File: src/rtl/usb_irq_pkg.sv
package usb_irq_pkg;

	localparam int ADDR_W = 8;
	localparam int DATA_W = 32;

	// Register indices; byte address is four times the index
	localparam logic [7:0] IDX_TOP_STATUS = 8'h00;
	localparam logic [7:0] IDX_DEVICE_STATUS = 8'h01;
	localparam logic [7:0] IDX_HOST_STATUS = 8'h02;
	localparam logic [7:0] IDX_CPU_STATUS = 8'h03;
	localparam logic [7:0] IDX_FIFO_STATUS = 8'h04;
	localparam logic [7:0] IDX_MAIN_ENABLE = 8'h08;
	localparam logic [7:0] IDX_DEVICE_ENABLE = 8'h09;
	localparam logic [7:0] IDX_HOST_ENABLE = 8'h0a;
	localparam logic [7:0] IDX_CPU_ENABLE = 8'h0b;
	localparam logic [7:0] IDX_FIFO_ENABLE = 8'h0c;
	localparam logic [7:0] IDX_FRAME_ENABLE = 8'h18;
	localparam logic [7:0] IDX_CH0_ENABLE = 8'h19;
	localparam logic [7:0] IDX_CHR_ENABLE = 8'h1a;
	localparam logic [7:0] IDX_CONTROL = 8'h1c;
	localparam logic [7:0] IDX_QUANTITY = 8'h1d;
	localparam logic [7:0] IDX_COUNTER = 8'h1e;

	localparam int CPU_RAM_BIT = 7;
	localparam int CPU_WRAP_BIT = 1;
	localparam int CPU_DMA_BIT = 0;
	localparam int FIFO_DMA_BIT = 7;
	localparam int FIFO_DATA_BIT = 2;
	localparam int FIFO_FULL_BIT = 1;
	localparam int FIFO_EMPTY_BIT = 0;
	localparam int TOP_DEVICE_BIT = 7;
	localparam int TOP_HOST_BIT = 6;
	localparam int TOP_CPU_BIT = 5;
	localparam int TOP_FIFO_BIT = 4;
	localparam int TOP_PM_BIT = 0;
	localparam int HOST_FRAME_BIT = 3;
	localparam int HOST_CH0_BIT = 1;
	localparam int HOST_CHR_BIT = 0;

	localparam int CTL_ROLE_BIT = 0;
	localparam int CTL_FREE_RUN_BIT = 1;
	localparam int CTL_START_BIT = 2;
	localparam int CTL_STOP_BIT = 3;
	localparam int CTL_BUSY_BIT = 4;
	localparam int CTL_SEL_LSB = 8;

	// Implemented bits of each 8-bit register
	localparam logic [7:0] CPU_STATUS_MASK = 8'h83;
	localparam logic [7:0] FIFO_STATUS_MASK = 8'h87;
	localparam logic [7:0] MAIN_ENABLE_MASK = 8'hf1;
	localparam logic [7:0] DEVICE_ENABLE_MASK = 8'hbb;
	localparam logic [7:0] HOST_ENABLE_MASK = 8'hfb;
	localparam logic [7:0] CPU_ENABLE_MASK = 8'h83;
	localparam logic [7:0] FIFO_ENABLE_MASK = 8'h87;

	// Enable bits that stay effective in sleep
	localparam logic [7:0] MAIN_SLEEP_MASK = 8'hc1;
	localparam logic [7:0] DEVICE_SLEEP_MASK = 8'ha0;
	localparam logic [7:0] HOST_SLEEP_MASK = 8'hc0;

	localparam logic [7:0] REG_RESET = 8'h00;
	localparam logic [31:0] WORD_RESET = 32'h0000_0000;
	localparam logic [31:0] COUNT_TOP = 32'hffff_ffff;

	localparam logic [1:0] RESP_OKAY = 2'b00;
	localparam logic [1:0] RESP_SLVERR = 2'b10;

	typedef enum logic [1:0] {DMA_IDLE, DMA_RUN, DMA_ENDING} dma_state_t;

	typedef struct packed {
		logic awvalid;
		logic [ADDR_W-1:0] awaddr;
		logic wvalid;
		logic [DATA_W-1:0] wdata;
		logic [3:0] wstrb;
		logic bready;
		logic arvalid;
		logic [ADDR_W-1:0] araddr;
		logic rready;
	} axil_req_t;

	typedef struct packed {
		logic awready;
		logic wready;
		logic bvalid;
		logic [1:0] bresp;
		logic arready;
		logic rvalid;
		logic [DATA_W-1:0] rdata;
		logic [1:0] rresp;
	} axil_rsp_t;

endpackage

File: src/rtl/usb_ctrl_interrupt_aggregator.sv
// Our own choice: the AXI4-Lite interface to the registers.
`timescale 1ns/100ps
// Behaviour
// - Host frame, channel-0, other-channel summaries read 1 when enabled leaf factor pending.
// - CPU-interface and FIFO status bits clear on writing 1; writing 0 keeps them.
// - RAM fetch completion sets the RAM fetch done flag.
// - Free-run counter overflow sets the transfer counter wrap flag.
// - On free-run overflow the counter wraps to zero and transfer continues.
// - DMA stop, or quantity moved plus end processing done, sets DMA complete.
// - Device role: IN endpoint flags after DMA end and drain; OUT at DMA end.
// - Host role: OUT channel flags after DMA end and drain; IN at DMA end.
// - Watched area holding data sets the buffer has data flag.
// - Watched area becoming full sets the FIFO full flag.
// - Watched area becoming empty sets the FIFO empty flag.
// - Main status factor drives the interrupt line only if its main enable allows.
// - Enable bit 1 passes its factor, 0 blocks it.
// - In sleep, main device, host and power done enables stay effective.
// - Device, host and CPU group enables gate leaves into main summary bits.
// - In sleep, bus power change and device engine enables stay effective.
// - In sleep, bus power fault and line change enables stay effective.
// - Summary bits are read-only and fall once underlying leaves clear.
module usb_ctrl_interrupt_aggregator #(
	parameter int AREAS = 6
) (
	input wire logic ref_clk_i,
	input wire logic rst_n_i,
	input wire usb_irq_pkg::axil_req_t axil_req_i,
	output usb_irq_pkg::axil_rsp_t axil_rsp_o,
	input wire logic sleep_i,
	input wire logic pm_done_i,
	input wire logic [7:0] device_status_i,
	input wire logic [3:0] host_direct_i,
	input wire logic [7:0] host_frame_leaf_i,
	input wire logic [7:0] host_ch0_leaf_i,
	input wire logic [7:0] host_chr_leaf_i,
	input wire logic ram_fetch_done_i,
	input wire logic dma_beat_i,
	input wire logic dma_stop_i,
	input wire logic dma_end_done_i,
	input wire logic joined_in_dir_i,
	input wire logic joined_fifo_empty_i,
	input wire logic [AREAS-1:0] area_has_data_i,
	input wire logic [AREAS-1:0] area_full_i,
	input wire logic [AREAS-1:0] area_empty_i,
	output logic dma_active_o,
	output logic irq_out_n_o
);
	import usb_irq_pkg::*;

	if (AREAS < 1 || AREAS > 8) begin : g_check
		$error("AREAS must lie between 1 and 8");
	end

	function automatic logic [7:0] byte_idx(input logic [ADDR_W-1:0] addr);
		return {2'b00, addr[ADDR_W-1:2]};
	endfunction

	function automatic logic is_mapped(input logic [7:0] idx);
		case (idx)
			IDX_TOP_STATUS, IDX_DEVICE_STATUS, IDX_HOST_STATUS, IDX_CPU_STATUS,
			IDX_FIFO_STATUS, IDX_MAIN_ENABLE, IDX_DEVICE_ENABLE, IDX_HOST_ENABLE,
			IDX_CPU_ENABLE, IDX_FIFO_ENABLE, IDX_FRAME_ENABLE, IDX_CH0_ENABLE,
			IDX_CHR_ENABLE, IDX_CONTROL, IDX_QUANTITY, IDX_COUNTER: return 1'b1;
			default: return 1'b0;
		endcase
	endfunction

	// Any factor whose enable is set
	function automatic logic hit(input logic [7:0] stat, input logic [7:0] en);
		return |(stat & en);
	endfunction

	// Bus slave state
	logic aw_held, w_held, awready, wready, bvalid, arready, rvalid;
	logic [ADDR_W-1:0] aw_addr;
	logic [DATA_W-1:0] w_data, rdata;
	logic [3:0] w_strb;
	logic [1:0] bresp, rresp;

	// Registers
	logic [7:0] cpu_status, fifo_status, main_enable, device_enable, host_enable;
	logic [7:0] cpu_enable, fifo_enable, frame_enable, ch0_enable, chr_enable;
	logic role_select, free_run;
	logic [AREAS-1:0] area_watch_select;
	logic [31:0] quantity, counter;
	dma_state_t dma_state;

	logic draining;
	logic [AREAS-1:0] full_seen;
	logic [AREAS-1:0] empty_seen;

	logic aw_take, w_take, ar_take, wr_fire, wr_lane0;
	logic [7:0] wr_idx, wr_byte, rd_idx;
	logic [DATA_W-1:0] rd_word;

	dma_state_t next_dma_state;
	logic [31:0] next_counter;
	logic wrap_evt, cmp_evt, start_pulse, stop_pulse, need_drain, fifo_dma_evt;
	logic [7:0] cpu_set, cpu_clr, fifo_set, fifo_clr;
	logic [7:0] host_status_view;
	logic [7:0] device_status_view;
	logic [7:0] top_status;
	logic [7:0] main_eff;
	logic [7:0] device_eff;
	logic [7:0] host_eff;
	logic [AREAS-1:0] watched_full;
	logic [AREAS-1:0] watched_empty;

	assign axil_rsp_o = '{awready: awready, wready: wready, bvalid: bvalid, bresp: bresp,
		arready: arready, rvalid: rvalid, rdata: rdata, rresp: rresp};

	assign aw_take = axil_req_i.awvalid && awready;
	assign w_take = axil_req_i.wvalid && wready;
	assign ar_take = axil_req_i.arvalid && arready;
	assign wr_fire = aw_held && w_held && !bvalid;
	assign wr_idx = byte_idx(aw_addr);
	assign wr_lane0 = w_strb[0];
	assign wr_byte = w_data[7:0];
	assign rd_idx = byte_idx(axil_req_i.araddr);

	// Write address and data taken in either order
	always_ff @(posedge ref_clk_i or negedge rst_n_i) begin
		if (!rst_n_i) begin
			aw_held <= 1'b0;
			aw_addr <= '0;
			w_held <= 1'b0;
			w_data <= '0;
			w_strb <= 4'h0;
			awready <= 1'b0;
			wready <= 1'b0;
			bvalid <= 1'b0;
			bresp <= RESP_OKAY;
		end else begin
			if (aw_take) begin
				aw_held <= 1'b1;
				aw_addr <= axil_req_i.awaddr;
			end else if (wr_fire) begin
				aw_held <= 1'b0;
			end
			if (w_take) begin
				w_held <= 1'b1;
				w_data <= axil_req_i.wdata;
				w_strb <= axil_req_i.wstrb;
			end else if (wr_fire) begin
				w_held <= 1'b0;
			end
			awready <= !(aw_take || aw_held || bvalid);
			wready <= !(w_take || w_held || bvalid);
			if (wr_fire) begin
				bvalid <= 1'b1;
				bresp <= is_mapped(wr_idx) ? RESP_OKAY : RESP_SLVERR;
			end else if (bvalid && axil_req_i.bready) begin
				bvalid <= 1'b0;
			end
		end
	end

	// Read channel, data one edge after the address is taken
	always_ff @(posedge ref_clk_i or negedge rst_n_i) begin
		if (!rst_n_i) begin
			arready <= 1'b0;
			rvalid <= 1'b0;
			rdata <= '0;
			rresp <= RESP_OKAY;
		end else if (ar_take) begin
			arready <= 1'b0;
			rvalid <= 1'b1;
			rdata <= rd_word;
			rresp <= is_mapped(rd_idx) ? RESP_OKAY : RESP_SLVERR;
		end else if (rvalid && axil_req_i.rready) begin
			rvalid <= 1'b0;
		end else if (!rvalid) begin
			arready <= 1'b1;
		end
	end

	// Enable and control registers
	always_ff @(posedge ref_clk_i or negedge rst_n_i) begin
		if (!rst_n_i) begin
			main_enable <= REG_RESET;
			device_enable <= REG_RESET;
			host_enable <= REG_RESET;
			cpu_enable <= REG_RESET;
			fifo_enable <= REG_RESET;
			frame_enable <= REG_RESET;
			ch0_enable <= REG_RESET;
			chr_enable <= REG_RESET;
			role_select <= 1'b0;
			free_run <= 1'b0;
			area_watch_select <= '0;
			quantity <= WORD_RESET;
		end else if (wr_fire) begin
			if (wr_lane0) begin
				case (wr_idx)
					IDX_MAIN_ENABLE: main_enable <= wr_byte & MAIN_ENABLE_MASK;
					IDX_DEVICE_ENABLE: device_enable <= wr_byte & DEVICE_ENABLE_MASK;
					IDX_HOST_ENABLE: host_enable <= wr_byte & HOST_ENABLE_MASK;
					IDX_CPU_ENABLE: cpu_enable <= wr_byte & CPU_ENABLE_MASK;
					IDX_FIFO_ENABLE: fifo_enable <= wr_byte & FIFO_ENABLE_MASK;
					IDX_FRAME_ENABLE: frame_enable <= wr_byte;
					IDX_CH0_ENABLE: ch0_enable <= wr_byte;
					IDX_CHR_ENABLE: chr_enable <= wr_byte;
					IDX_CONTROL: begin
						role_select <= w_data[CTL_ROLE_BIT];
						free_run <= w_data[CTL_FREE_RUN_BIT];
					end
					default: ;
				endcase
			end
			if (wr_idx == IDX_CONTROL && w_strb[1]) begin
				area_watch_select <= w_data[CTL_SEL_LSB +: AREAS];
			end
			if (wr_idx == IDX_QUANTITY) begin
				for (int b = 0; b < 4; b++) begin
					if (w_strb[b]) begin
						quantity[8*b +: 8] <= w_data[8*b +: 8];
					end
				end
			end
		end
	end

	assign start_pulse = wr_fire && wr_lane0 && wr_idx == IDX_CONTROL && w_data[CTL_START_BIT];
	assign stop_pulse = wr_fire && wr_lane0 && wr_idx == IDX_CONTROL && w_data[CTL_STOP_BIT];

	// Transfer counter and DMA progress
	always_comb begin
		next_dma_state = dma_state;
		next_counter = counter;
		wrap_evt = 1'b0;
		cmp_evt = 1'b0;
		case (dma_state)
			DMA_IDLE: begin
				if (start_pulse) begin
					next_dma_state = DMA_RUN;
					next_counter = WORD_RESET;
				end
			end
			DMA_RUN: begin
				if (stop_pulse || dma_stop_i) begin
					next_dma_state = DMA_IDLE;
					cmp_evt = 1'b1;
				end else if (dma_beat_i) begin
					next_counter = counter + 32'h1;
					if (free_run) begin
						wrap_evt = counter == COUNT_TOP;
					end else if (next_counter == quantity) begin
						next_dma_state = DMA_ENDING;
					end
				end
			end
			DMA_ENDING: begin
				if (stop_pulse || dma_stop_i || dma_end_done_i) begin
					next_dma_state = DMA_IDLE;
					cmp_evt = 1'b1;
				end
			end
			default: next_dma_state = DMA_IDLE;
		endcase
	end

	always_ff @(posedge ref_clk_i or negedge rst_n_i) begin
		if (!rst_n_i) begin
			dma_state <= DMA_IDLE;
			counter <= WORD_RESET;
			dma_active_o <= 1'b0;
		end else begin
			dma_state <= next_dma_state;
			counter <= next_counter;
			dma_active_o <= next_dma_state == DMA_RUN;
		end
	end

	// Drain wait for joined FIFO after DMA end
	assign need_drain = role_select ? !joined_in_dir_i : joined_in_dir_i;
	assign fifo_dma_evt = (cmp_evt && !need_drain) || (draining && joined_fifo_empty_i);

	always_ff @(posedge ref_clk_i or negedge rst_n_i) begin
		if (!rst_n_i) begin
			draining <= 1'b0;
		end else if (cmp_evt && need_drain) begin
			draining <= 1'b1;
		end else if (joined_fifo_empty_i) begin
			draining <= 1'b0;
		end
	end

	// Edge detection of watched areas
	assign watched_full = area_watch_select & area_full_i;
	assign watched_empty = area_watch_select & area_empty_i;

	always_ff @(posedge ref_clk_i or negedge rst_n_i) begin
		if (!rst_n_i) begin
			full_seen <= '0;
			empty_seen <= '0;
		end else begin
			full_seen <= watched_full;
			empty_seen <= watched_empty;
		end
	end

	// Sticky leaf flags, set wins over clear
	always_comb begin
		cpu_set = 8'h00;
		cpu_set[CPU_RAM_BIT] = ram_fetch_done_i;
		cpu_set[CPU_WRAP_BIT] = wrap_evt;
		cpu_set[CPU_DMA_BIT] = cmp_evt;
		fifo_set = 8'h00;
		fifo_set[FIFO_DMA_BIT] = fifo_dma_evt;
		fifo_set[FIFO_DATA_BIT] = |(area_watch_select & area_has_data_i);
		fifo_set[FIFO_FULL_BIT] = |(watched_full & ~full_seen);
		fifo_set[FIFO_EMPTY_BIT] = |(watched_empty & ~empty_seen);
		cpu_clr = 8'h00;
		fifo_clr = 8'h00;
		if (wr_fire && wr_lane0 && wr_idx == IDX_CPU_STATUS) begin
			cpu_clr = wr_byte;
		end
		if (wr_fire && wr_lane0 && wr_idx == IDX_FIFO_STATUS) begin
			fifo_clr = wr_byte;
		end
	end

	always_ff @(posedge ref_clk_i or negedge rst_n_i) begin
		if (!rst_n_i) begin
			cpu_status <= REG_RESET;
			fifo_status <= REG_RESET;
		end else begin
			cpu_status <= ((cpu_status & ~cpu_clr) | cpu_set) & CPU_STATUS_MASK;
			fifo_status <= ((fifo_status & ~fifo_clr) | fifo_set) & FIFO_STATUS_MASK;
		end
	end

	// Sleep keeps only the wake-capable enables
	assign main_eff = sleep_i ? main_enable & MAIN_SLEEP_MASK : main_enable;
	assign device_eff = sleep_i ? device_enable & DEVICE_SLEEP_MASK : device_enable;
	assign host_eff = sleep_i ? host_enable & HOST_SLEEP_MASK : host_enable;

	// Summaries follow their leaves combinationally
	always_comb begin
		host_status_view = {host_direct_i, 4'h0};
		host_status_view[HOST_FRAME_BIT] = hit(host_frame_leaf_i, frame_enable);
		host_status_view[HOST_CH0_BIT] = hit(host_ch0_leaf_i, ch0_enable);
		host_status_view[HOST_CHR_BIT] = hit(host_chr_leaf_i, chr_enable);
		device_status_view = device_status_i & DEVICE_ENABLE_MASK;
		top_status = 8'h00;
		top_status[TOP_DEVICE_BIT] = hit(device_status_view, device_eff);
		top_status[TOP_HOST_BIT] = hit(host_status_view, host_eff);
		top_status[TOP_CPU_BIT] = hit(cpu_status, cpu_enable);
		top_status[TOP_FIFO_BIT] = hit(fifo_status, fifo_enable);
		top_status[TOP_PM_BIT] = pm_done_i;
	end

	always_ff @(posedge ref_clk_i or negedge rst_n_i) begin
		if (!rst_n_i) begin
			irq_out_n_o <= 1'b1;
		end else begin
			irq_out_n_o <= !hit(top_status, main_eff);
		end
	end

	// Read mux; summaries and reserved bits are read-only
	always_comb begin
		rd_word = '0;
		case (rd_idx)
			IDX_TOP_STATUS: rd_word[7:0] = top_status;
			IDX_DEVICE_STATUS: rd_word[7:0] = device_status_view;
			IDX_HOST_STATUS: rd_word[7:0] = host_status_view;
			IDX_CPU_STATUS: rd_word[7:0] = cpu_status;
			IDX_FIFO_STATUS: rd_word[7:0] = fifo_status;
			IDX_MAIN_ENABLE: rd_word[7:0] = main_enable;
			IDX_DEVICE_ENABLE: rd_word[7:0] = device_enable;
			IDX_HOST_ENABLE: rd_word[7:0] = host_enable;
			IDX_CPU_ENABLE: rd_word[7:0] = cpu_enable;
			IDX_FIFO_ENABLE: rd_word[7:0] = fifo_enable;
			IDX_FRAME_ENABLE: rd_word[7:0] = frame_enable;
			IDX_CH0_ENABLE: rd_word[7:0] = ch0_enable;
			IDX_CHR_ENABLE: rd_word[7:0] = chr_enable;
			IDX_CONTROL: begin
				rd_word[CTL_ROLE_BIT] = role_select;
				rd_word[CTL_FREE_RUN_BIT] = free_run;
				rd_word[CTL_BUSY_BIT] = dma_state != DMA_IDLE;
				rd_word[CTL_SEL_LSB +: AREAS] = area_watch_select;
			end
			IDX_QUANTITY: rd_word = quantity;
			IDX_COUNTER: rd_word = counter;
			default: rd_word = '0;
		endcase
	end

endmodule

File: config.mk
export PLATFORM = sky130hd
export DESIGN_NAME = usb_ctrl_interrupt_aggregator
export DESIGN_NICKNAME = d
export VERILOG_FILES = /design/src/rtl/usb_irq_pkg.sv /design/src/rtl/usb_ctrl_interrupt_aggregator.sv
export SDC_FILE = /design/constraint.sdc
export NUM_CORES = 1
export LEC_CHECK = 0
export ABC_CLOCK_PERIOD_IN_PS = 7200
export BUFFER_PORTS_ARGS = -buffer_cell sky130_fd_sc_hd__buf_2
export CELL_PAD_IN_SITES_DETAIL_PLACEMENT = 1
export CELL_PAD_IN_SITES_GLOBAL_PLACEMENT = 2
export CORE_MARGIN = 2
export CORE_UTILIZATION = 40
export CTS_CLUSTER_DIAMETER = 30
export DETAILED_ROUTE_END_ITERATION = 7
export PLACE_DENSITY_LB_ADDON = 0.3
export SYNTH_ARGS = -nofsm -noshare
export SYNTH_HDL_FRONTEND = slang
export SYNTH_SLANG_ARGS = --single-unit
File: constraint.sdc
create_clock -name ref_clk_i -period 7.2 [get_ports ref_clk_i]
set_input_delay 1.8 -clock ref_clk_i [delete_from_list [all_inputs] [get_ports ref_clk_i]]
set_output_delay 1.8 -clock ref_clk_i [all_outputs]
set_load 0.05 [all_outputs]
== Yosys cells after proc, flatten, opt, wreduce, memory -nomap -nowiden ==
Memory sizes are Yosys's and may differ from the RTL's.
Index checks and enable logic that the tools add are counted.
Widths: inputs -> output; s select.

* Register bits: 232
* Memory bits (read-only): 64
* Bits of input ports: 121
* Output and inout port bits: 43
* Word-level logic and storage cells: 214
* Memories kept: 2

{| class="wikitable"
|+ Memories
! memory !! words !! width !! rd ports !! clocked after Yosys merged registers in !! write ports !! RTL line !! source
|-
| (name not given) || 32 || 1 || 1 || 0 || 0 || usb_ctrl_interrupt_aggregator.sv:59 || <nowiki>case (idx)</nowiki>
|-
| (name not given) || 32 || 1 || 1 || 0 || 0 || usb_ctrl_interrupt_aggregator.sv:59 ||
|}

* Add/sub/neg operators: 1
* Eq/ne operators: 37
* Multiplexer cells: 48
* Bitwise logic cells: 21
* Reduce and logical (&&, ||, !) cells: 68

{| class="wikitable"
|+ Operator list
! operator !! number
|-
| $mux 32 || 3
|-
| $and 8x8->8 || 10
|-
| $eq 6x5->1 const B || 11
|-
| $pmux 32 s2 || 1
|-
| $reduce_or 8->1 || 8
|-
| $eq 6x4->1 const B || 10
|-
| $pmux 3 s15 || 1
|-
| $reduce_and 3->1 || 13
|-
| $pmux 18 s2 || 1
|-
| $add 32x1->32 const B || 1
|-
| $eq 32x32->1 || 1
|-
| $eq 32x32->1 const B || 1
|-
| $pmux 2 s16 || 1
|-
| $and 6x6->6 || 5
|-
| $mux 1 || 23
|-
| $pmux 2 s11 || 1
|-
| $eq 6x2->1 const B || 3
|-
| $pmux 6 s3 || 1
|-
| $reduce_or 6->1 || 3
|-
| $logic_and 1x1->1 || 17
|-
| $mux 2 || 8
|-
| $mux 8 || 2
|-
| $not 8->8 || 2
|-
| $or 8x8->8 || 2
|-
| 20 further kinds || 46
|}

== Longest topological paths before layout ==
Gate-level depths: netlist of the first run.

* Depth in word-level cells: 12
* Mapped depth: 10
* Depth with buffers taken out: 8

== Worst setup path after synthesis of the first run ==
No wires, ideal clock.

* Path type: input -> register
* Start: in axil_req_i[5] (netlist bit)
* End: reg rdata[21]
* Library setup time: 0.083 ns
* Data arrival time: 3.477 ns
* Required time: 7.117 ns
* Setup slack: 3.640 ns
* Cell stages on the path: 7
* Buffers on the path: 3
* Path through: buf_1 > nand4b_1 > nor2_1 > clkbuf_1 > buf_1 > a22oi_1 > o21ai_0

* Longest elaborated chain between the ends: 2
* Elaborated cells on any way between the ends: 3
* Those cells by class: eq/ne (2); mux (1)

{| class="wikitable"
|+ Ends and longest elaborated chain
! item !! RTL line !! source
|-
| start, declared || usb_ctrl_interrupt_aggregator.sv:27 || <nowiki>input wire usb_irq_pkg::axil_req_t axil_req_i,</nowiki>
|-
| $eq 6x5->1 || usb_ctrl_interrupt_aggregator.sv:364 || <nowiki>case (rd_idx)</nowiki>
|-
| $pmux 18 s2 (*) || usb_ctrl_interrupt_aggregator.sv:364 ||
|-
| end signal, assigned || usb_ctrl_interrupt_aggregator.sv:168 || <nowiki>rdata <= rd_word;</nowiki>
|-
| end, declared || usb_ctrl_interrupt_aggregator.sv:76 || <nowiki>logic [DATA_W-1:0] w_data, rdata;</nowiki>
|}

Every way passes the cells marked *; elsewhere a longest branch is shown, timed or not.
A chain may end at the register's enable or synchronous reset.

== Worst setup path after layout of the first run ==
* Start: reg counter[0]
* End: reg dma_active_o

* Longest elaborated chain between the ends: 8

{| class="wikitable"
|+ Ends and longest elaborated chain
! item !! RTL line !! source
|-
| start, declared || usb_ctrl_interrupt_aggregator.sv:85 || <nowiki>logic [31:0] quantity, counter;</nowiki>
|-
| start signal, assigned || usb_ctrl_interrupt_aggregator.sv:269 || <nowiki>counter <= next_counter;</nowiki>
|-
| $add 32x1->32 || usb_ctrl_interrupt_aggregator.sv:244 || <nowiki>next_counter = counter + 32'h1;</nowiki>
|-
| $eq 32x32->1 || usb_ctrl_interrupt_aggregator.sv:247 || <nowiki>end else if (next_counter == quantity) begin</nowiki>
|-
| $mux 2 || usb_ctrl_interrupt_aggregator.sv:247 ||
|-
| $mux 2 || usb_ctrl_interrupt_aggregator.sv:245 || <nowiki>if (free_run) begin</nowiki>
|-
| $mux 2 || usb_ctrl_interrupt_aggregator.sv:243 || <nowiki>end else if (dma_beat_i) begin</nowiki>
|-
| $mux 2 || usb_ctrl_interrupt_aggregator.sv:240 || <nowiki>if (stop_pulse || dma_stop_i) begin</nowiki>
|-
| $pmux 2 s3 || usb_ctrl_interrupt_aggregator.sv:232 || <nowiki>case (dma_state)</nowiki>
|-
| $eq 2x1->1 || usb_ctrl_interrupt_aggregator.sv:270 || <nowiki>dma_active_o <= next_dma_state == DMA_RUN;</nowiki>
|-
| end signal, assigned || usb_ctrl_interrupt_aggregator.sv:266 || <nowiki>dma_active_o <= 1'b0;</nowiki>
|-
| end signal, assigned || usb_ctrl_interrupt_aggregator.sv:270 ||
|-
| end, declared || usb_ctrl_interrupt_aggregator.sv:45 || <nowiki>output logic dma_active_o,</nowiki>
|}

Every way passes these cells.

==> impl_metrics.py, run 1 <==
metrics = {
    "status": {
        "status": "finished, final reports clean",
    },
    "floorplan": {
        "coreArea_um2": 28500,
        "die_area_um2": 30300,
        "die_x_um": 174,
        "die_h_um": 174,
        "start_util": 0.405,
        "row_count": 62,
        "io-pin-count": 164,
    },
    "min_path": {
        "hold_depth": 1,
        "hold_path_end": "awready",
        "min_path_type": "flip-flop to flip-flop",
        "min_from": "aw_held",
    },
    "global_routing": {
        "grtUsageTotal": 0.250,
        "grt_max_degree": 143,
        "grt_antenna_before_repair": 0,
        "grt_pass1_wl_um": 59800,
        "grt_pass1_vias": 10583,
        "grt_overflow": 0,
    },
    "drt": {
        "routedWlPerCell_um": 22.1,
        "drt_first_iter_violations": 606,
        "dr.pass1.iters": 5,
        "drt_wl_total_um": 37500,
        "viasPerCell": 5.74,
        "drc": 0,
        "ant_nets": 0,
        "dr_total_vias": 9761,
    },
    "clock_network": {
        "cts_max_level": 2,
        "cts_resized": 0,
        "cts.reportedPaths.clkPinSlew_ns": 0.05,
        "cts_tree": "done",
        "cts_setup_buffers": 0,
        "clock-sinks": 228,
        "cts-root-buf": "clkbuf_16",
        "cts_buffers": 58,
        "ctsHoldBuffers": 0,
        "cts_buffer_depth": 3,
        "worstSkewPairLatency_ns": 0.56,
    },
    "sta": {
        "fin_tns_setup_ns": 0,
        "tightest_slew_ns": 1.36,
        "slew_headroom": 0.0812,
        "period_needed_ns": 4.03,
        "rsz0062_at_grt": "no",
        "finalSetupViolCount": 0,
        "fmax_ghz": 0.248,
        "period_share": 0.560,
        "slew_viol_final": 0,
        "hold_viol": 0,
        "skew_ns": 0.0123,
    },
    "place": {
        "dp_hpwl_um": 26700,
        "dpl-instance-area_um2": 12600,
        "place.gp.congestion": 0.904,
        "io_buffer_count": 155,
    },
    "pwr": {
        "ir_drop_mv": 0.220,
        "power.leakage_nw": 6.76,
        "power_density_nw_per_um2": 371,
    },
    "layout": {
        "fillers": 3204,
        "final_common_cell": "dfrtp_1",
        "final_cell_area_um2": 14700,
        "syn2layout_area_growth_pct": 27.3,
        "antennaDiodeCount": 0,
        "mostFrequentLayoutCells": "dfrtp_1 (227), buf_2 (154), mux2_2 (126)",
        "drive_above_1_share": 0.311,
        "finalNetCount": 1393,
    },
    "synth": {
        "synthArstFlopShare": 1.00,
        "synth_top_area_cell": "dfrtp_1",
        "ys_top_cells_by_area": "dfrtp_1 (49%), mux2_2 (12%), o21ai_0 (4.5%)",
        "synth_seq_cells": 228,
        "synthFlopType": "dfrtp_1",
        "syn_area_um2": 11600,
        "yosysTopAreaCellShare": 0.492,
        "yosysSeqAreaShare": 0.494,
        "synth_cell_types": 65,
        "ys_warn_count": 0,
        "synth_edf_count": 0,
        "syn_area_per_cell_um2": 10.4,
        "syn_inst": 1109,
    },
    "setup_path": {
        "worstSetupStartpointType": "flip-flop",
        "critical_path_class": "flip-flop to flip-flop",
        "arrival_ns": 4.44,
        "r2r_end": "dma_active_o",
        "crit_required_ns": 7.61,
        "reg2reg_from": "counter[0]",
        "reg2regPathDepth": 9,
        "crit_path_end_kind": "flip-flop",
        "r2r_slack_ns": 3.17,
        "crit_fanout": 15,
    },
    "run": {
        "max_cap_viol_count": 0,
    },
}
[registers in the layout (all words and copies together) (netlist names), 7 cells and up]
signal        count
frame_enable      8
counter          32
ch0_enable        8
host_enable       7
rdata            32
quantity         32
chr_enable        8
w_data           32
[logic make-up (layout without fill, tap and decap cells)]
| logic type | count (synthesis) | count (layout) | synth area share |
|---|---|---|---|
| AO/OA/AOI/OAI | 284 | 284 | 0.163 |
| XOR/XNOR | 44 | 44 | 0.0334 |
| adder cells (fa/ha/maj) | 5 | 5 | 0.00541 |
| buffers and inverters | 98 | 305 | 0.0357 |
| flip-flops | 228 | 228 | 0.494 |
| multiplexers | 135 | 135 | 0.131 |
| other | 1 | 2 | 0.000325 |
| AND/OR/NAND/NOR | 314 | 314 | 0.138 |
[cell usage after synthesis (21+ instances only)]
master	number
a21oi_1	21
nor2_1	52
clkbuf_1	42
a22oi_1	56
xnor2_1	30
nand3_1	21
dfrtp_1	227
nand2_1	122
inv_1	30
o21ai_0	105
mux2_2	126
[worst max-delay path by stage]
stage          slack (ns)          start      endpoint  cells after the start
6_report             3.17     counter[0]  dma_active_o                      9
5_1_grt              2.91     counter[0]  dma_active_o                      9
4_1_cts              3.14     counter[0]  dma_active_o                      9
3_5_place_dp         3.00  axil_req_i[6]      rdata[3]                      8
3_3_place_gp         3.03  axil_req_i[6]      rdata[3]                      8
2_1_floorplan        3.64  axil_req_i[5]     rdata[21]                      7
[layer usage]
metal | global-route usage | part of all wire | wire, um
met5 | 0 | 0 | 0
met4 | 0.104 | 0.038 | 1440
met3 | 0.0378 | 0.045 | 1700
met2 | 0.431 | 0.49 | 18600
met1 | 0.314 | 0.42 | 15800
[area by class of cell]
class                           instances  area [um2]  share of cell area
Inverter                               30         113             0.00765
Timing Repair Buffer                  165         873              0.0594
Clock inverter                         32         394              0.0268
Tap cell                              384         480              0.0327
Sequential cell                       228        5710               0.388
Clock buffer                           78        1700               0.116
Multi-Input combinational cell        784        5440               0.370
[metrics by stage]
| stage | power (W) | worst slack (ns) | hold WS, ns | std cells | util |
|---|---|---|---|---|---|
| 3_5_place_dp | 0.00275 | 3.00 | 0.453 | 1591 | 0.442 |
| 5_1_grt | 0.00568 | 2.91 | 0.489 | 1701 | 0.515 |
| 3_3_place_gp | 0.00271 | 3.03 | 0.452 | 1591 | 0.442 |
| 2_1_floorplan | 0.00238 | 3.64 | 0.415 | 1110 | - |
| 6_report | 0.00545 | 3.17 | 0.460 | 1701 | 0.515 |
| 4_1_cts | 0.00550 | 3.14 | 0.462 | 1701 | 0.515 |
[critical path, stage by stage, from the launching register on]
cell      delay, ns
dfrtp_1        0.51
ha_1           0.29
nand3_1        0.52
nor3_1         0.72
buf_4          0.27
and4_1         0.27
xnor2_1        0.12
or4_1          0.54
nor4_2         0.46
a311oi_1       0.17
[report_power, final]
group | switching [W] | internal (W)
Combinational | 0.000478 | 0.000384
Clock | 0.000822 | 0.00190
Sequential | 0.000322 | 0.00155
(Power assumes the default switching activity.)
==> run 2, diff against run 1 <==
--- a/config.mk
+++ b/config.mk
@@ -5,12 +5,13 @@
 export SDC_FILE = /design/constraint.sdc
 export NUM_CORES = 1
 export LEC_CHECK = 0
-export ABC_CLOCK_PERIOD_IN_PS = 7200
+export ABC_AREA = 1
+export ABC_CLOCK_PERIOD_IN_PS = 4000
 export BUFFER_PORTS_ARGS = -buffer_cell sky130_fd_sc_hd__buf_2
 export CELL_PAD_IN_SITES_DETAIL_PLACEMENT = 1
 export CELL_PAD_IN_SITES_GLOBAL_PLACEMENT = 2
 export CORE_MARGIN = 2
-export CORE_UTILIZATION = 40
+export CORE_UTILIZATION = 33
 export CTS_CLUSTER_DIAMETER = 30
 export DETAILED_ROUTE_END_ITERATION = 7
 export PLACE_DENSITY_LB_ADDON = 0.3
==> constraint.sdc (replaced) <==
create_clock -name ref_clk_i -period 4 [get_ports ref_clk_i]
set_input_delay 1 -clock ref_clk_i [delete_from_list [all_inputs] [get_ports ref_clk_i]]
set_output_delay 1 -clock ref_clk_i [all_outputs]
set_load 0.05 [all_outputs]
==> run 2 against run 1 <==
  * Synthesized cell count up 37%
  * Combinational power rose to 3.5 times the previous value
  * Critical path type is now input pin to flip-flop
  * Largest cell class unchanged
  * Largest power group unchanged
  * Register-to-register slack lost 1.9 ns
  * Clock power up 98%
  * Utilization fell by 7.7 points
==> impl_metrics.py, run 2 <==
metrics = {
    "status": {
        "status": "finished, final reports clean",
    },
    "sta": {
        "fmax_ghz": 0.368,
        "period_needed_ns": 2.72,
        "timing.final.ws_setup_ns": 1.28,
        "skew_ns": 0.0279,
        "rsz0062_at_grt": "no",
        "slew_headroom": 0.421,
        "finalSetupViolCount": 0,
        "tightest_slew_ns": 0.866,
        "hold_viol": 0,
        "fin_tns_setup_ns": 0,
        "slew_viol_final": 0,
        "period_share": 0.679,
    },
    "synth": {
        "synth_seq_cells": 228,
        "yosysMostFrequentCell": "nand2_1",
        "synth_mux_area_frac": 0.00582,
        "synthArstFlopShare": 1.00,
        "yosysSeqAreaShare": 0.491,
        "syn_inst": 1521,
        "synthAdderAreaFrac": 0.00539,
        "synth_cell_types": 46,
        "synth_compound_area_frac": 0.148,
        "synthFlopType": "dfrtp_1",
        "synth_top_area_cell": "dfrtp_1",
        "yosysTopAreaCellShare": 0.489,
        "synth_top_family_by_area": "simple AND/OR/NAND/NOR gates",
        "syn_area_per_cell_um2": 7.64,
        "yosys.area_share.simple": 0.267,
        "synth_edf_count": 0,
        "ys_top_cells_by_area": "dfrtp_1 (49%), nand2_1 (15%), inv_1 (5.8%)",
        "ys_warn_count": 0,
        "synth_commonest_cells": "nand2_1 (464), dfrtp_1 (227), inv_1 (179), nor2_1 (151), o21ai_0 (131)",
        "syn_area_um2": 11600,
        "yosys.area_share.xor_xnor": 0.00571,
    },
    "global_routing": {
        "grt_pass1_wl_um": 67100,
        "grt_pass1_vias": 11713,
        "grt_antenna_before_repair": 0,
        "grtUsageTotal": 0.238,
        "grt_overflow": 0,
        "grt_max_degree": 83,
    },
    "pwr": {
        "p_total_w": 0.0123,
        "ir_drop_mv": 0.466,
        "power.leakage_nw": 7.41,
        "power_density_nw_per_um2": 810,
    },
    "floorplan": {
        "die_area_um2": 36700,
        "die_h_um": 192,
        "coreArea_um2": 34600,
        "row_count": 68,
        "die_x_um": 192,
        "start_util": 0.335,
        "io-pin-count": 164,
    },
    "layout": {
        "utilization": 0.438,
        "mostFrequentLayoutCells": "nand2_1 (463), dfrtp_1 (227), inv_1 (179)",
        "drive_above_1_share": 0.175,
        "fillers": 4189,
        "final_common_cell": "nand2_1",
        "syn2layout_area_growth_pct": 30.6,
        "finalNetCount": 1835,
        "antennaDiodeCount": 0,
        "final_cell_area_um2": 15200,
        "regArea_um2": 5710,
        "multi_input_area_um2": 5030,
    },
    "place": {
        "place_ws_ns": 0.717,
        "dpl-instance-area_um2": 12900,
        "place.gp.congestion": 0.933,
        "dp_hpwl_um": 31600,
        "io_buffer_count": 155,
    },
    "clock_network": {
        "cts_resized": 0,
        "cts_setup_buffers": 0,
        "cts_buffers": 61,
        "cts_buffer_depth": 3,
        "cts.reportedPaths.clkPinSlew_ns": 0.04,
        "clock-sinks": 228,
        "cts_tree": "done",
        "cts-root-buf": "clkbuf_16",
        "ctsHoldBuffers": 0,
        "worstSkewPairLatency_ns": 0.60,
        "cts_max_level": 2,
    },
    "drt": {
        "drt_first_iter_violations": 614,
        "dr.pass1.iters": 4,
        "dr_total_vias": 11163,
        "routedWlPerCell_um": 19.2,
        "drt_wl_total_um": 42500,
        "drc": 0,
        "viasPerCell": 5.04,
        "ant_nets": 0,
    },
    "setup_path": {
        "crit_fanout": 21,
        "crit_path_end_kind": "flip-flop",
        "reg2regPathDepth": 10,
        "crit_required_ns": 4.51,
        "worstSetupStartpointType": "input pin",
        "arrival_ns": 3.23,
        "critical_path_class": "input pin to flip-flop",
    },
    "min_path": {
        "min_path_type": "input pin to asynchronous set/reset pin",
    },
    "run": {
        "max_cap_viol_count": 0,
    },
}
run 2: cell count changes in the layout (fill, tap and decap cells not counted), sizes merged, moves of 37 or more:
cell / previous run / this run
nand3: 21 / 83
nand2: 122 / 470
mux2: 126 / 6
a21oi: 21 / 58
o22ai: 8 / 47
nor2: 52 / 162
a22oi: 56 / 3
inv: 35 / 184
run 2: critical path: stages:
cell and delay, ns:
buf_2 0.13, inv_1 0.09, nor2_1 0.15, nand2_1 0.11
nor2_1 0.31, buf_4 0.39, clkinv_1 0.38, o22ai_1 0.32
a221oi_1 0.12, nand3_1 0.10, nand2_1 0.05, nand2_1 0.07
run 2: stage by stage:
stage / hold WS, ns / cells
floorplan: 0.407 / 1522
global placement: 0.462 / 2101
detailed placement: 0.464 / 2101
CTS: 0.441 / 2215
global route: 0.458 / 2215
finish: 0.411 / 2215
run 2: routing by layer:
layer	part of all wire	track usage	up-vias	routed length [um]
li1	-	-	5352	-
met1	0.49	0.347	5507	20800
met2	0.45	0.372	246	19100
met3	0.044	0.0333	58	1850
met4	0.018	0.0592	0	758
met5	0	0	-	0
run 2: worst paths after layout:
kind / slack (ns) / to / start
max in group asynchronous: 2.70 / irq_out_n_o / rst_n_i
max reg2reg: 1.29 / counter[0] / bvalid
min: 0.41 / w_data[5] / rst_n_i
min in group ref_clk_i: 0.47 / rdata[7] / rdata[7]
min reg2reg: 0.47 / rdata[7] / rdata[7]
max: 1.28 / rdata[3] / axil_req_i[6]
run 2: final cells by class:
class,count,area share
Clock inverter,36,0.0392
Clock buffer,78,0.111
Sequential cell,228,0.376
Timing Repair Buffer,169,0.0595
Multi-Input combinational cell,1065,0.332
Tap cell,455,0.0375
Inverter,184,0.0455
run 2: where the power goes:
part | leakage [nW] | internal, W | switching, W | total (W)
Sequential | 2.91 | 0.00310 | 0.000808 | 0.00391
Clock | 1.09 | 0.00384 | 0.00155 | 0.00539
Combinational | 3.40 | 0.000912 | 0.00208 | 0.00299
run 2: cells by family (layout without fill, tap and decap cells):
family | count (synthesis) | count (layout)
simple gates | 747 | 747
compound gates | 299 | 299
buf+inv | 229 | 467
flops | 228 | 228
xor+xnor | 6 | 6
mux | 6 | 6
fa+ha+maj | 5 | 5
other cells | 1 | 2
==> run 3, diff against run 2 <==
--- a/config.mk
+++ b/config.mk
@@ -6,12 +6,12 @@
 export NUM_CORES = 1
 export LEC_CHECK = 0
 export ABC_AREA = 1
-export ABC_CLOCK_PERIOD_IN_PS = 4000
+export ABC_CLOCK_PERIOD_IN_PS = 2400
 export BUFFER_PORTS_ARGS = -buffer_cell sky130_fd_sc_hd__buf_2
 export CELL_PAD_IN_SITES_DETAIL_PLACEMENT = 1
 export CELL_PAD_IN_SITES_GLOBAL_PLACEMENT = 2
 export CORE_MARGIN = 2
-export CORE_UTILIZATION = 33
+export CORE_UTILIZATION = 30
 export CTS_CLUSTER_DIAMETER = 30
 export DETAILED_ROUTE_END_ITERATION = 7
 export PLACE_DENSITY_LB_ADDON = 0.3
==> constraint.sdc (replaced) <==
create_clock -name ref_clk_i -period 2.4 [get_ports ref_clk_i]
set_input_delay 0.6 -clock ref_clk_i [delete_from_list [all_inputs] [get_ports ref_clk_i]]
set_output_delay 0.6 -clock ref_clk_i [all_outputs]
set_load 0.05 [all_outputs]
==> run 3 against run 2 <==
  * Routed wire length grew 4.6%
  * Combinational power grew 85%
  * Register-to-register slack worse by 1.2 ns
  * Critical path type is now flip-flop to flip-flop
  * Largest power group unchanged
==> impl_metrics.py, run 3 (synthesis gave the netlist of run 2 again) <==
metrics = {
    "sta": {
        "hold_viol": 0,
        "rsz0062_at_grt": "yes",
        "skew_ns": 0.0213,
        "finalSetupViolCount": 0,
        "tightest_slew_ns": 0.592,
        "slew_headroom": 0.604,
        "fmax_ghz": 0.425,
        "period_share": 0.981,
        "period_needed_ns": 2.35,
        "slew_viol_final": 0,
    },
    "pwr": {
        "ir_drop_mv": 0.557,
        "comb_power_share": 0.274,
        "p_total_w": 0.0202,
        "internal_power_w": 0.0128,
        "power_density_nw_per_um2": 1260,
        "p_sw_w": 0.00738,
        "seqPwrFrac": 0.319,
        "clkPwrFrac": 0.407,
        "p_sw_frac": 0.366,
        "power.leakage_nw": 7.87,
    },
    "global_routing": {
        "grt_max_degree": 59,
        "grt_antenna_before_repair": 1,
        "grt_pass1_vias": 12331,
        "grt_pass1_wl_um": 69700,
        "grtUsageTotal": 0.222,
        "grt_overflow": 0,
    },
    "drt": {
        "drt_first_iter_violations": 637,
        "wl_met2_um": 19800,
        "ant_nets": 0,
        "viasPerCell": 4.87,
        "dr.pass1.iters": 5,
        "routedWlPerCell_um": 18.7,
        "met3_length_um": 2000,
        "drt_wl_total_um": 44400,
        "wl_met1_um": 21800,
        "drc": 0,
        "highest_layer": "met4",
        "dr_total_vias": 11562,
    },
    "clock_network": {
        "worstSkewPairLatency_ns": 0.58,
        "cts_tree": "done",
        "cts.reportedPaths.clkPinSlew_ns": 0.05,
        "clock-sinks": 228,
        "cts_max_level": 2,
        "cts-root-buf": "clkbuf_16",
        "cts_buffer_depth": 3,
        "cts_buffers": 58,
    },
    "layout": {
        "syn2layout_area_growth_pct": 37.9,
        "finalNetCount": 1934,
        "final_cell_area_um2": 16000,
        "mostFrequentLayoutCells": "nand2_1 (457), dfrtp_1 (226), inv_1 (179)",
        "antennaDiodeCount": 0,
        "drive_above_1_share": 0.235,
        "final_common_cell": "nand2_1",
    },
    "place": {
        "io_buffer_count": 155,
        "dpl-instance-area_um2": 13700,
        "dp_hpwl_um": 33700,
        "place.gp.congestion": 0.887,
    },
    "setup_path": {
        "reg2reg_from": "counter[0]",
        "reg2regPathDepth": 19,
        "arrival_ns": 2.80,
        "crit_fanout": 5,
        "r2r_slack_ns": 0.05,
        "r2r_end": "dma_active_o",
        "crit_required_ns": 2.85,
        "critical_path_class": "flip-flop to flip-flop",
        "worstSetupStartpointType": "flip-flop",
        "crit_path_end_kind": "flip-flop",
    },
    "floorplan": {
        "io-pin-count": 164,
        "row_count": 72,
        "die_area_um2": 40300,
        "start_util": 0.302,
        "coreArea_um2": 38500,
        "die_h_um": 201,
        "die_x_um": 201,
    },
    "min_path": {
        "hold_depth": 2,
        "hold_path_end": "bvalid",
        "min_path_type": "input pin to flip-flop",
        "min_from": "axil_req_i[10]",
    },
    "status": {
        "status": "finished, final reports clean",
    },
    "run": {
        "max_cap_viol_count": 0,
    },
}
-- run 3: per-layer routing --
metal  vias to the layer above  track usage
met3                        54       0.0359
met2                       247        0.349
li1                       5545            -
met5                         -            0
met1                      5716        0.316
met4                         0       0.0646
-- run 3: repair_timing --
item / 4_1_cts / 5_1_grt
hold buffers: 1 / 0
hold endpoints to repair: 33 / 0
pin swaps: 3 / 12
gates resized for setup: 8 / 31
setup buffers: 0 / 11
setup endpoints to repair: 2 / 37
-- run 3: how the worst max path moves through the flow --
| stage | startpoint | end | slack, ns | cells after the start |
|---|---|---|---|---|
| after global placement | axil_req_i[8] | rdata[5] | -0.07 | 13 |
| after floorplan | counter[0] | dma_active_o | 0.39 | 18 |
| after CTS | counter[1] | dma_active_o | 0.002 | 15 |
| after detailed placement | axil_req_i[8] | rdata[13] | -0.13 | 12 |
| after global routing | counter[1] | dma_active_o | -0.11 | 19 |
| final | counter[0] | dma_active_o | 0.05 | 19 |
-- run 3: cell type report --
type / instances / area, um2
Tap cell: 518 / 648
Inverter: 184 / 691
Timing Repair Buffer: 271 / 1740
Fill cell: 4711 / 22400
Clock inverter: 32 / 457
Sequential cell: 228 / 5710
Clock buffer: 74 / 1610
Multi-Input combinational cell: 1065 / 5170
-- run 3: power by group through the flow --
stage | Clock [W] | Combinational [W] | Sequential [W]
6_report | 0.00820 | 0.00553 | 0.00644
5_1_grt | 0.00855 | 0.00619 | 0.00661
4_1_cts | 0.00833 | 0.00549 | 0.00644
3_5_place_dp | 0 | 0.00543 | 0.00646
3_3_place_gp | 0 | 0.00530 | 0.00642
2_1_floorplan | 0 | 0.00292 | 0.00657
-- run 3: worst max-delay path, cell delays in order (launching register included) --
cell and delay (ns):
dfrtp_1 0.40, ha_4 0.17, nand2_4 0.07, nor2_8 0.17
nand2_4 0.10, nor2_4 0.24, buf_6 0.14, inv_2 0.03
nand2_2 0.07, nand3_2 0.08, nand2_2 0.09, nand2_1 0.05
nor2_1 0.09, nand2_1 0.07, nor2_2 0.09, nand3_2 0.12
nand2_1 0.09, nand2_1 0.05, nand2_1 0.07, nor2_1 0.04
-- run 3: metrics by stage --
step | utilization | hold slack [ns] | worst slack, ns | setup TNS, ns | instances
after global placement | 0.356 | 0.460 | -0.0708 | -0.557 | 2254
after global routing | 0.417 | 0.220 | -0.105 | -0.205 | 2372
after CTS | 0.411 | 0.191 | 0.00150 | 0 | 2361
after detailed placement | 0.356 | 0.471 | -0.134 | -0.998 | 2254
after floorplan | - | 0.304 | 0.390 | 0 | 1522
final | 0.417 | 0.215 | 0.0457 | 0 | 2372
